File: src/include/sbm_pkg.sv
// sbm_pkg: shared constants for the dual-memory pin control block.
// assumes sv-2012 tools; nothing imported, users write sbm_pkg::name.
`default_nettype none
package sbm_pkg;
  localparam int          DATA_W          = 16;
  localparam int          ADDR_W          = 22;
  localparam int          ADDR_SEL_BIT    = 19;
  localparam int          LANE_W          = 8;
  localparam int          EXT_W           = 16;
  localparam int          PD_PERMIT_BIT   = 15;
  localparam int          PD_POLARITY_BIT = 14;
  // default setup words (plain values, no figure given)
  localparam logic [15:0] EXT_RESET       = 16'h0000;
  localparam logic [15:0] REFRESH_RESET   = 16'h0000;
  localparam logic [15:0] BUS_SETUP_RESET = 16'h0000;
  // refresh setup bit that selects deep power-down on deselect
  localparam int          REFRESH_DPD_BIT = 4;
  localparam int          NUM_BLOCKS      = 8;
  localparam int          BLK_W           = 3;
  localparam int          BLK_LSB         = 16;

  typedef enum logic [2:0] {
    SBM_F_RESET   = 3'b000,
    SBM_F_STANDBY = 3'b001,
    SBM_F_ACTIVE  = 3'b010,
    SBM_F_PDOWN   = 3'b011
  } sbm_flash_state_t;

  typedef enum logic [1:0] {
    SBM_P_STANDBY = 2'b00,
    SBM_P_PDOWN   = 2'b01,
    SBM_P_ACTIVE  = 2'b10
  } sbm_psram_state_t;

  // flash command codes (arbitrary, command set outside this block)
  localparam logic [15:0] CMD_LOCK        = 16'h0001;
  localparam logic [15:0] CMD_UNLOCK      = 16'h0002;
  localparam logic [15:0] CMD_LOCKDOWN    = 16'h0003;
  localparam logic [15:0] CMD_EXT_WRITE   = 16'h0004;
endpackage
`default_nettype wire

File: src/verilog/sbm_psram_ctl.sv
// sbm_psram_ctl: psram pin decode, byte lanes, setup registers.
// assumes strobes already synchronous to sys_clk and reset synchronised.
`default_nettype none
module sbm_psram_ctl (
  input  wire logic                      sys_clk,
  input  wire logic                      rst_b,
  input  wire logic                      psram_chip_enable_n,
  input  wire logic                      psram_write_enable_n,
  input  wire logic                      psram_output_enable_n,
  input  wire logic                      psram_upper_byte_enable_n,
  input  wire logic                      psram_lower_byte_enable_n,
  input  wire logic                      psram_config_reg_select,
  input  wire logic [sbm_pkg::ADDR_W-1:0] addr,
  input  wire logic [sbm_pkg::DATA_W-1:0] dq_in,
  output logic [sbm_pkg::DATA_W-1:0]      dq_out,
  output logic [1:0]                     lane_oe_n,
  output logic [1:0]                     lane_wr,
  output logic                           active,
  output logic                           deep_power_down
);
  logic [15:0] psram_refresh_setup_reg;
  logic [15:0] psram_bus_setup_reg;
  logic [1:0]  lane_en;
  logic        sel;
  logic        wr_mode;
  logic        rd_mode;
  logic        cr_hit;

  assign sel     = !psram_chip_enable_n;
  assign lane_en = {!psram_upper_byte_enable_n, !psram_lower_byte_enable_n};
  assign wr_mode = sel && !psram_write_enable_n;
  assign rd_mode = sel && psram_write_enable_n && !psram_output_enable_n;
  assign cr_hit  = psram_config_reg_select;

  // deselect picks standby or deep power-down from the refresh setup
  always_ff @(posedge sys_clk or negedge rst_b) begin
    if (!rst_b) begin
      active          <= 1'b0;
      deep_power_down <= 1'b0;
    end else begin
      active          <= sel;
      deep_power_down <= !sel && psram_refresh_setup_reg[sbm_pkg::REFRESH_DPD_BIT];
    end
  end

  // setup register writes, selected by the address select bit
  always_ff @(posedge sys_clk or negedge rst_b) begin
    if (!rst_b) begin
      psram_refresh_setup_reg <= sbm_pkg::REFRESH_RESET;
      psram_bus_setup_reg     <= sbm_pkg::BUS_SETUP_RESET;
    end else if (wr_mode && cr_hit && (lane_en != 2'b00)) begin
      if (addr[sbm_pkg::ADDR_SEL_BIT])
        psram_bus_setup_reg <= dq_in;
      else
        psram_refresh_setup_reg <= dq_in;
    end
  end

  // array writes leave through lane_wr; lanes gated per byte
  always_ff @(posedge sys_clk or negedge rst_b) begin
    if (!rst_b) begin
      lane_wr   <= 2'b00;
      lane_oe_n <= 2'b11;
      dq_out    <= 16'h0000;
    end else begin
      lane_wr   <= (wr_mode && !cr_hit) ? lane_en : 2'b00;
      lane_oe_n <= rd_mode ? ~lane_en : 2'b11;
      if (rd_mode && cr_hit)
        dq_out <= addr[sbm_pkg::ADDR_SEL_BIT] ? psram_bus_setup_reg
                                              : psram_refresh_setup_reg;
      else
        dq_out <= dq_in;
    end
  end
endmodule
`default_nettype wire

File: src/verilog/sbm_pin_ctl.sv
// sbm_pin_ctl: top of the shared-bus dual memory pin control.
// assumes host pins synchronous to sys_clk; data pins split into in/out/oe.
`default_nettype none
// Summary of operation
// - flash chip select high deselects, floats outputs, standby; low active
// - flash output enable gates flash read data onto bus
// - flash write captured on first rising edge of select or strobe
// - write protect low: locked-down blocks cannot change protection
// - write protect high: locked-down blocks accept lock and unlock
// - flash reset low: reset mode, outputs float, low current
// - hardware reset locks every block and restores extended setup
// - leaving reset the flash reads asynchronously
// - psram deselect enters standby or deep power-down per refresh setup
// - psram write strobe low puts psram in write mode
// - psram output enable low enables psram reads
// - upper byte enable gates upper data lanes
// - lower byte enable gates lower data lanes
// - both byte enables high: psram neither drives nor accepts data
// - both byte enables high: psram stays active while selected
// - config select high targets refresh or bus setup by address bit
// - power-down only from standby with permit bit set
// - in deep power-down no contents change
// - power-down polarity follows polarity bit, default active low
module sbm_pin_ctl (
  input  wire logic                      sys_clk,
  input  wire logic                      rst_b,
  input  wire logic                      flash_chip_enable_n,
  input  wire logic                      flash_output_enable_n,
  input  wire logic                      flash_write_enable_n,
  input  wire logic                      flash_write_protect_n,
  input  wire logic                      flash_reset_n,
  input  wire logic                      flash_power_down_input,
  input  wire logic                      latch_enable_n,
  input  wire logic                      psram_chip_enable_n,
  input  wire logic                      psram_write_enable_n,
  input  wire logic                      psram_output_enable_n,
  input  wire logic                      psram_upper_byte_enable_n,
  input  wire logic                      psram_lower_byte_enable_n,
  input  wire logic                      psram_config_reg_select,
  input  wire logic [sbm_pkg::ADDR_W-1:0] addr,
  input  wire logic [sbm_pkg::DATA_W-1:0] dq_in,
  output logic [sbm_pkg::DATA_W-1:0]      dq_out,
  output logic [1:0]                     dq_oe_n,
  output logic [sbm_pkg::NUM_BLOCKS-1:0] block_locked,
  output logic [sbm_pkg::NUM_BLOCKS-1:0] block_locked_down,
  output logic [15:0]                    flash_extended_setup_reg,
  output logic                           flash_active,
  output logic                           flash_standby,
  output logic                           flash_in_reset,
  output logic                           flash_deep_power_down,
  output logic                           flash_async_read,
  output logic                           flash_read_valid,
  output logic                           flash_write_strobe,
  output logic [sbm_pkg::ADDR_W-1:0]     flash_write_addr,
  output logic [sbm_pkg::DATA_W-1:0]     flash_write_data,
  output logic [1:0]                     psram_lane_write,
  output logic                           psram_active,
  output logic                           psram_deep_power_down
);
  logic                      rst_meta;
  logic                      rst_sync;
  sbm_pkg::sbm_flash_state_t state;
  sbm_pkg::sbm_flash_state_t next_state;
  logic                      f_sel_q;
  logic                      f_we_q;
  logic                      lat_q;
  logic                      f_wr_cycle;
  logic [sbm_pkg::ADDR_W-1:0] cap_addr;
  logic [sbm_pkg::DATA_W-1:0] cap_data;
  logic                      pd_asserted;
  logic                      f_sel;
  logic                      f_end;
  logic [sbm_pkg::DATA_W-1:0] p_dq;
  logic [1:0]                p_oe_n;
  logic                      p_act;
  logic                      p_dpd;
  logic [sbm_pkg::BLK_W-1:0] blk;

  // reset release through two flops
  always_ff @(posedge sys_clk or negedge rst_b) begin
    if (!rst_b) begin
      rst_meta <= 1'b0;
      rst_sync <= 1'b0;
    end else begin
      rst_meta <= 1'b1;
      rst_sync <= rst_meta;
    end
  end

  function automatic logic pd_active(input logic pin, input logic [15:0] ext);
    // polarity bit set means active high; default zero is active low
    pd_active = ext[sbm_pkg::PD_POLARITY_BIT] ? pin : !pin;
  endfunction

  assign pd_asserted = pd_active(flash_power_down_input, flash_extended_setup_reg);
  assign f_sel       = !flash_chip_enable_n && flash_reset_n;
  // write ends at whichever strobe rises first
  assign f_end       = f_wr_cycle && (flash_chip_enable_n || flash_write_enable_n);
  assign blk         = cap_addr[sbm_pkg::BLK_LSB +: sbm_pkg::BLK_W];

  always_comb begin
    next_state = state;
    unique case (state)
      sbm_pkg::SBM_F_RESET:
        next_state = flash_reset_n ? sbm_pkg::SBM_F_STANDBY : sbm_pkg::SBM_F_RESET;
      sbm_pkg::SBM_F_STANDBY: begin
        if (!flash_reset_n)
          next_state = sbm_pkg::SBM_F_RESET;
        else if (pd_asserted && flash_extended_setup_reg[sbm_pkg::PD_PERMIT_BIT])
          next_state = sbm_pkg::SBM_F_PDOWN;
        else if (!flash_chip_enable_n)
          next_state = sbm_pkg::SBM_F_ACTIVE;
      end
      sbm_pkg::SBM_F_ACTIVE: begin
        if (!flash_reset_n)
          next_state = sbm_pkg::SBM_F_RESET;
        else if (flash_chip_enable_n)
          next_state = sbm_pkg::SBM_F_STANDBY;
      end
      sbm_pkg::SBM_F_PDOWN: begin
        if (!flash_reset_n)
          next_state = sbm_pkg::SBM_F_RESET;
        else if (!pd_asserted)
          next_state = sbm_pkg::SBM_F_STANDBY;
      end
      default: next_state = sbm_pkg::SBM_F_RESET;
    endcase
  end

  always_ff @(posedge sys_clk or negedge rst_sync) begin
    if (!rst_sync)
      state <= sbm_pkg::SBM_F_RESET;
    else
      state <= next_state;
  end

  // mode flags straight from flops
  always_ff @(posedge sys_clk or negedge rst_sync) begin
    if (!rst_sync) begin
      flash_active          <= 1'b0;
      flash_standby         <= 1'b0;
      flash_in_reset        <= 1'b1;
      flash_deep_power_down <= 1'b0;
    end else begin
      flash_active          <= next_state == sbm_pkg::SBM_F_ACTIVE;
      flash_standby         <= next_state == sbm_pkg::SBM_F_STANDBY;
      flash_in_reset        <= next_state == sbm_pkg::SBM_F_RESET;
      flash_deep_power_down <= next_state == sbm_pkg::SBM_F_PDOWN;
    end
  end

  // async read after reset; data trusted only after select/latch fall
  always_ff @(posedge sys_clk or negedge rst_sync) begin
    if (!rst_sync) begin
      flash_async_read <= 1'b1;
      flash_read_valid <= 1'b0;
      f_sel_q          <= 1'b1;
      lat_q            <= 1'b1;
    end else begin
      f_sel_q <= flash_chip_enable_n;
      lat_q   <= latch_enable_n;
      if (!flash_reset_n) begin
        flash_async_read <= 1'b1;
        flash_read_valid <= 1'b0;
      end else if ((f_sel_q && !flash_chip_enable_n) || (lat_q && !latch_enable_n))
        flash_read_valid <= 1'b1;
    end
  end

  // write capture window: opens when both low, closes on first rise
  always_ff @(posedge sys_clk or negedge rst_sync) begin
    if (!rst_sync) begin
      f_wr_cycle <= 1'b0;
      f_we_q     <= 1'b1;
      cap_addr   <= '0;
      cap_data   <= '0;
    end else begin
      f_we_q <= flash_write_enable_n;
      if (f_sel && !flash_write_enable_n && flash_output_enable_n &&
          state != sbm_pkg::SBM_F_PDOWN) begin
        f_wr_cycle <= 1'b1;
        cap_addr   <= addr;
        cap_data   <= dq_in;
      end else begin
        f_wr_cycle <= 1'b0;
      end
    end
  end

  // write strobe out on closing edge
  always_ff @(posedge sys_clk or negedge rst_sync) begin
    if (!rst_sync) begin
      flash_write_strobe <= 1'b0;
      flash_write_addr   <= '0;
      flash_write_data   <= '0;
    end else begin
      flash_write_strobe <= f_end && !flash_deep_power_down;
      if (f_end) begin
        flash_write_addr <= cap_addr;
        flash_write_data <= cap_data;
      end
    end
  end

  // block protection, extended setup; hardware reset relocks all
  always_ff @(posedge sys_clk or negedge rst_sync) begin
    if (!rst_sync) begin
      block_locked             <= '1;
      block_locked_down        <= '0;
      flash_extended_setup_reg <= sbm_pkg::EXT_RESET;
    end else if (!flash_reset_n) begin
      block_locked             <= '1;
      block_locked_down        <= '0;
      flash_extended_setup_reg <= sbm_pkg::EXT_RESET;
    end else if (f_end && !flash_deep_power_down) begin
      unique case (cap_data)
        sbm_pkg::CMD_LOCK:
          if (flash_write_protect_n || !block_locked_down[blk])
            block_locked[blk] <= 1'b1;
        sbm_pkg::CMD_UNLOCK:
          if (flash_write_protect_n || !block_locked_down[blk])
            block_locked[blk] <= 1'b0;
        sbm_pkg::CMD_LOCKDOWN:
          block_locked_down[blk] <= 1'b1;
        sbm_pkg::CMD_EXT_WRITE:
          flash_extended_setup_reg <= cap_addr[15:0];
        default: ;
      endcase
    end
  end

  sbm_psram_ctl u_psram (
    .sys_clk                   (sys_clk),
    .rst_b                     (rst_sync),
    .psram_chip_enable_n       (psram_chip_enable_n),
    .psram_write_enable_n      (psram_write_enable_n),
    .psram_output_enable_n     (psram_output_enable_n),
    .psram_upper_byte_enable_n (psram_upper_byte_enable_n),
    .psram_lower_byte_enable_n (psram_lower_byte_enable_n),
    .psram_config_reg_select   (psram_config_reg_select),
    .addr                      (addr),
    .dq_in                     (dq_in),
    .dq_out                    (p_dq),
    .lane_oe_n                 (p_oe_n),
    .lane_wr                   (psram_lane_write),
    .active                    (p_act),
    .deep_power_down           (p_dpd)
  );

  // bus drive; flash owns it only when selected, out of reset, oe low.
  // host keeps one component off, so no arbitration here
  always_ff @(posedge sys_clk or negedge rst_sync) begin
    if (!rst_sync) begin
      dq_oe_n               <= 2'b11;
      dq_out                <= '0;
      psram_active          <= 1'b0;
      psram_deep_power_down <= 1'b0;
    end else begin
      psram_active          <= p_act;
      psram_deep_power_down <= p_dpd;
      if (f_sel && !flash_output_enable_n && flash_write_enable_n) begin
        dq_oe_n <= 2'b00;
        dq_out  <= {cap_addr[7:0], cap_data[7:0]};
      end else begin
        dq_oe_n <= p_oe_n;
        dq_out  <= p_dq;
      end
    end
  end

  property p_excl;
    @(posedge sys_clk) disable iff (!rst_sync)
      !(!flash_chip_enable_n && !psram_chip_enable_n);
  endproperty
  a_excl: assert property (p_excl) else $error("both chip selects low");

  property p_float_reset;
    @(posedge sys_clk) disable iff (!rst_sync)
      !flash_reset_n && psram_chip_enable_n |=> dq_oe_n == 2'b11;
  endproperty
  a_float_reset: assert property (p_float_reset) else $error("drive in reset");

  property p_relock;
    @(posedge sys_clk) disable iff (!rst_sync)
      !flash_reset_n |=> block_locked == '1 && flash_extended_setup_reg == sbm_pkg::EXT_RESET;
  endproperty
  a_relock: assert property (p_relock) else $error("reset did not relock");

  property p_pd_gate;
    @(posedge sys_clk) disable iff (!rst_sync)
      $rose(flash_deep_power_down) |-> $past(flash_extended_setup_reg[15]);
  endproperty
  a_pd_gate: assert property (p_pd_gate) else $error("power-down without permit");

  property p_pd_nowrite;
    @(posedge sys_clk) disable iff (!rst_sync)
      flash_deep_power_down |=> !flash_write_strobe;
  endproperty
  a_pd_nowrite: assert property (p_pd_nowrite) else $error("write in power-down");

  property p_deselect;
    @(posedge sys_clk) disable iff (!rst_sync)
      flash_chip_enable_n && psram_chip_enable_n ##1 flash_chip_enable_n
        |-> !flash_active;
  endproperty
  a_deselect: assert property (p_deselect) else $error("flash active while deselected");

  property p_lanes_off;
    @(posedge sys_clk) disable iff (!rst_sync)
      // held two cycles: the bus enable runs two flops behind the pins
      psram_upper_byte_enable_n && psram_lower_byte_enable_n && flash_chip_enable_n
        ##1 psram_upper_byte_enable_n && psram_lower_byte_enable_n && flash_chip_enable_n
        |=> dq_oe_n == 2'b11 && psram_lane_write == 2'b00;
  endproperty
  a_lanes_off: assert property (p_lanes_off) else $error("psram lanes live");

  property p_psram_act;
    @(posedge sys_clk) disable iff (!rst_sync)
      !psram_chip_enable_n ##1 !psram_chip_enable_n |=> psram_active;
  endproperty
  a_psram_act: assert property (p_psram_act) else $error("psram not active");

  c_write: cover property (@(posedge sys_clk) disable iff (!rst_sync) flash_write_strobe);
  c_pdown: cover property (@(posedge sys_clk) disable iff (!rst_sync) flash_deep_power_down);
  c_pread: cover property (@(posedge sys_clk) disable iff (!rst_sync) dq_oe_n == 2'b10);
endmodule
`default_nettype wire

File: config.mk
export PLATFORM = sky130hd
export DESIGN_NAME = sbm_pin_ctl
export DESIGN_NICKNAME = d
export VERILOG_FILES = /design/src/include/sbm_pkg.sv /design/src/verilog/sbm_psram_ctl.sv /design/src/verilog/sbm_pin_ctl.sv
export SDC_FILE = /design/constraint.sdc
export NUM_CORES = 1
export LEC_CHECK = 0
export ABC_AREA = 1
export CORE_MARGIN = 3
export CORE_UTILIZATION = 58
export CTS_CLUSTER_SIZE = 10
export DETAILED_ROUTE_END_ITERATION = 12
export DONT_BUFFER_PORTS = 1
export PLACE_DENSITY = 0.77
export SLEW_MARGIN = 5
export SYNTH_ARGS = -nofsm -noshare
export SYNTH_HDL_FRONTEND = slang
export SYNTH_SLANG_ARGS = --single-unit
export TNS_END_PERCENT = 10
File: constraint.sdc
create_clock -name sys_clk -period 13.3 [get_ports sys_clk]
set_input_delay 1.33 -clock sys_clk [delete_from_list [all_inputs] [get_ports sys_clk]]
set_output_delay 1.33 -clock sys_clk [all_outputs]
set_load 0.02 [all_outputs]
==> out/metrics.csv <==
stage,metric,value,unit
status,status,finished clean,
placement,Setup WS pre-CTS,10.17,ns
final_layout,Fillers,1098,
clock_tree,Num CTS Buffers,17,
timing,RSZ-0062 raised after global routing,false,
global_route,vias in the first global route,5568,
die,CORE AREA,0.0133,sq mm
min_path,worst min path class,reg -> reg,
timing,final number of setup-violating endpoints,0,
global_route,Total Routing Usage GR,0.244,
routing,met2 WL,8300,um
timing,max-slew violations,0,
yosys,mux contribution to synthesized area,0.0113,
power,worst-case vdd ir drop,77.8,uV
timing,f_max,0.371,GHz
yosys,Synth Area in Adders,0,
worst_setup_path,Required @ worst endpoint,13.67,ns
routing,DRT Wirelength,17800,um
clock_tree,number of gates resized after CTS,0,
routing,WL met3,1780,um
power,total power,1.49,mW
yosys,YS warnings,0,
final_layout,area grow syn2layout,8.54,%
global_route,gr ovfl total,0,
routing,wire per inst,17.1,um
placement,DP Cell Count,1011,
yosys,sequential cell area fraction in the yosys report,0.618,
routing,DRC,0,
die,Die Span Y,123,um
yosys,largest family of logic cells by synthesized area,simple AND/OR/NAND/NOR gates,
worst_setup_path,Worst EP arrival,3.07,ns
global_route,first-pass GRT wire length,28500,um
power,leakage,4.29,nW
clock_tree,CTS sink count,196,
global_route,antenna violations before repair,0,
placement,dpl cell area,0.00805,sq mm
final_layout,# nets final,907,
final_layout,largest registers,"cap_addr: 22 flops, flash_write_addr: 22 flops",
final_layout,post-route insts no fill,1043,
routing,routed vias,5726,
worst_setup_path,startpoint types,input port,
yosys,Main synth FF type,dfrtp_1,
clock_tree,CTS tree,built,
clock_tree,clock buffer depth,2,
timing,Max transition margin,0.379,
routing,Max Used Layer,met4,
yosys,top-count cell post-synth,nand2_1,
routing,DRT Pass-1 Iters,5,
yosys,Post-synth top cells,"nand2_1 (249), dfrtp_1 (181), o21ai_0 (114), inv_1 (94), nand3_1 (48)",
routing,DR iter-0 viols,480,
final_layout,fraction of layout cells with a size suffix above 1,0.0888,
routing,DR vias/cell,5.49,
worst_setup_path,crit path kind,in -> reg,
yosys,"EDFF count, synth",0,
clock_tree,Root Driver,clkbuf_16,
yosys,Post-Synth Simple-Gate Area,0.192,
placement,Post-DP HPWL,12200,um
global_route,largest net degree at the start of global routing,78,
yosys,Area contributors post-synth,"dfrtp_1 (57%), nand2_1 (12%), o21ai_0 (7.2%)",
placement,port bufs,0,
timing,final hold vios,0,
final_layout,Finished Cell Area,0.00865,sq mm
yosys,Post-synth ARST share,1.00,
clock_tree,"Reg clk slew, reported paths",0.06,ns
power,Power Density,172,mW/mm^2
timing,minimum clock period,2.70,ns
die,Chip Width,123,um
timing,TNS Setup,0,ns
die,row cnt,42,
die,Starting Density,0.597,
routing,metal1 wirelength,7310,um
yosys,Yosys top cell by area,dfrtp_1,
timing,Min Hold Slack,0.349,ns
clock_tree,# H-tree levels,4,
timing,fin crit share,0.203,
die,I/O pin total,152,
timing,Slew @ Worst Pin,0.931,ns
yosys,Synth Area in Compound Gates,0.104,
yosys,Yosys top cell area share,0.568,
clock_tree,Skew-Pair Late Insertion Delay,0.43,ns
yosys,Mapped Cells,870,
yosys,Seq cells post-synth,196,
yosys,Mapped Area,0.00797,sq mm
run,max cap viols,0,
routing,antenna-violating nets left,0,
placement,GP Congestion,0.946,
clock_tree,cts hold-fix bufs,0,
yosys,synthesized area per cell,9.16,sq um
yosys,post-synthesis xor/xnor area fraction,0.00110,
yosys,Yosys cell types,36,
worst_setup_path,critical path endpoint category,flip-flop,
final_layout,n_diodes,0,
final_layout,"Core Util, Final",0.648,
die,DIE AREA,0.0152,sq mm
timing,Clock Skew,0.00634,ns
clock_tree,Post-CTS Setup Inserts,0,
timing,setup slack after layout,10.60,ns
worst_setup_path,CP max FO,70,
## worst max-delay path: stages
cell     delay [ns]
o21ai_4        0.04
buf_4          0.33
nor2_1         0.65
nand2_1        0.11
nor2_1         0.14
nand2_2        0.17
nand2_4        0.15
nand2_1        0.07
nand2_1        0.06
## power by group
group	total, mW	internal [mW]	switching, mW
Clock	0.510	0.298	0.212
Sequential	0.823	0.693	0.130
Combinational	0.155	0.0582	0.0970
Total	1.49	1.05	0.439
## per-layer routing
metal | global-route usage | up-vias
met3 | 0.0741 | 34
met2 | 0.371 | 234
met5 | 0 | -
li1 | - | 2730
met4 | 0.0990 | 0
met1 | 0.328 | 2728
## final timing paths
path	from	to	slack, ns	cells past startpoint
min	u_psram.active	psram_active	0.35	0
max	flash_chip_enable_n	block_locked[0]	10.60	9
min in group asynchronous	rst_sync	flash_write_addr[10]	0.43	0
max in group asynchronous	rst_sync	block_locked_down[5]	11.42	1
max reg2reg	f_wr_cycle	block_locked[0]	11.11	9
min reg2reg	u_psram.active	psram_active	0.35	0
## cell families (layout without fill, tap and decap cells)
family	count (synthesis)	count (layout)
buffers and inverters	141	137
DFF	196	196
other	2	3
xor gates and xnor gates	1	1
AOI/OAI and AO/OA	159	159
muxes	8	8
and+or+nand+nor	363	363
## cell usage in the layout, fill, tap and decap left out, drive strengths merged, types with 6 or more instances in the layout
cell,n
nand3,50
dfstp,15
nand4,9
inv,97
nor2,42
a21oi,19
a31oi,16
o21ai,123
dfrtp,181
mux2,8
nand2,253
clkbuf,26
buf,6
## final cells by class
cell class                 count  area (sq um)  share of cell area
sequential                   196          4930               0.569
timing repair buffer           6          45.0             0.00521
inverter                      99           372              0.0429
clock buffer                  26           539              0.0623
clock inverter                 6          66.3             0.00766
multi-input combinational    534          2480               0.287
tap                          176           220              0.0254
Note: power is estimated with default switching activity, not from simulation.
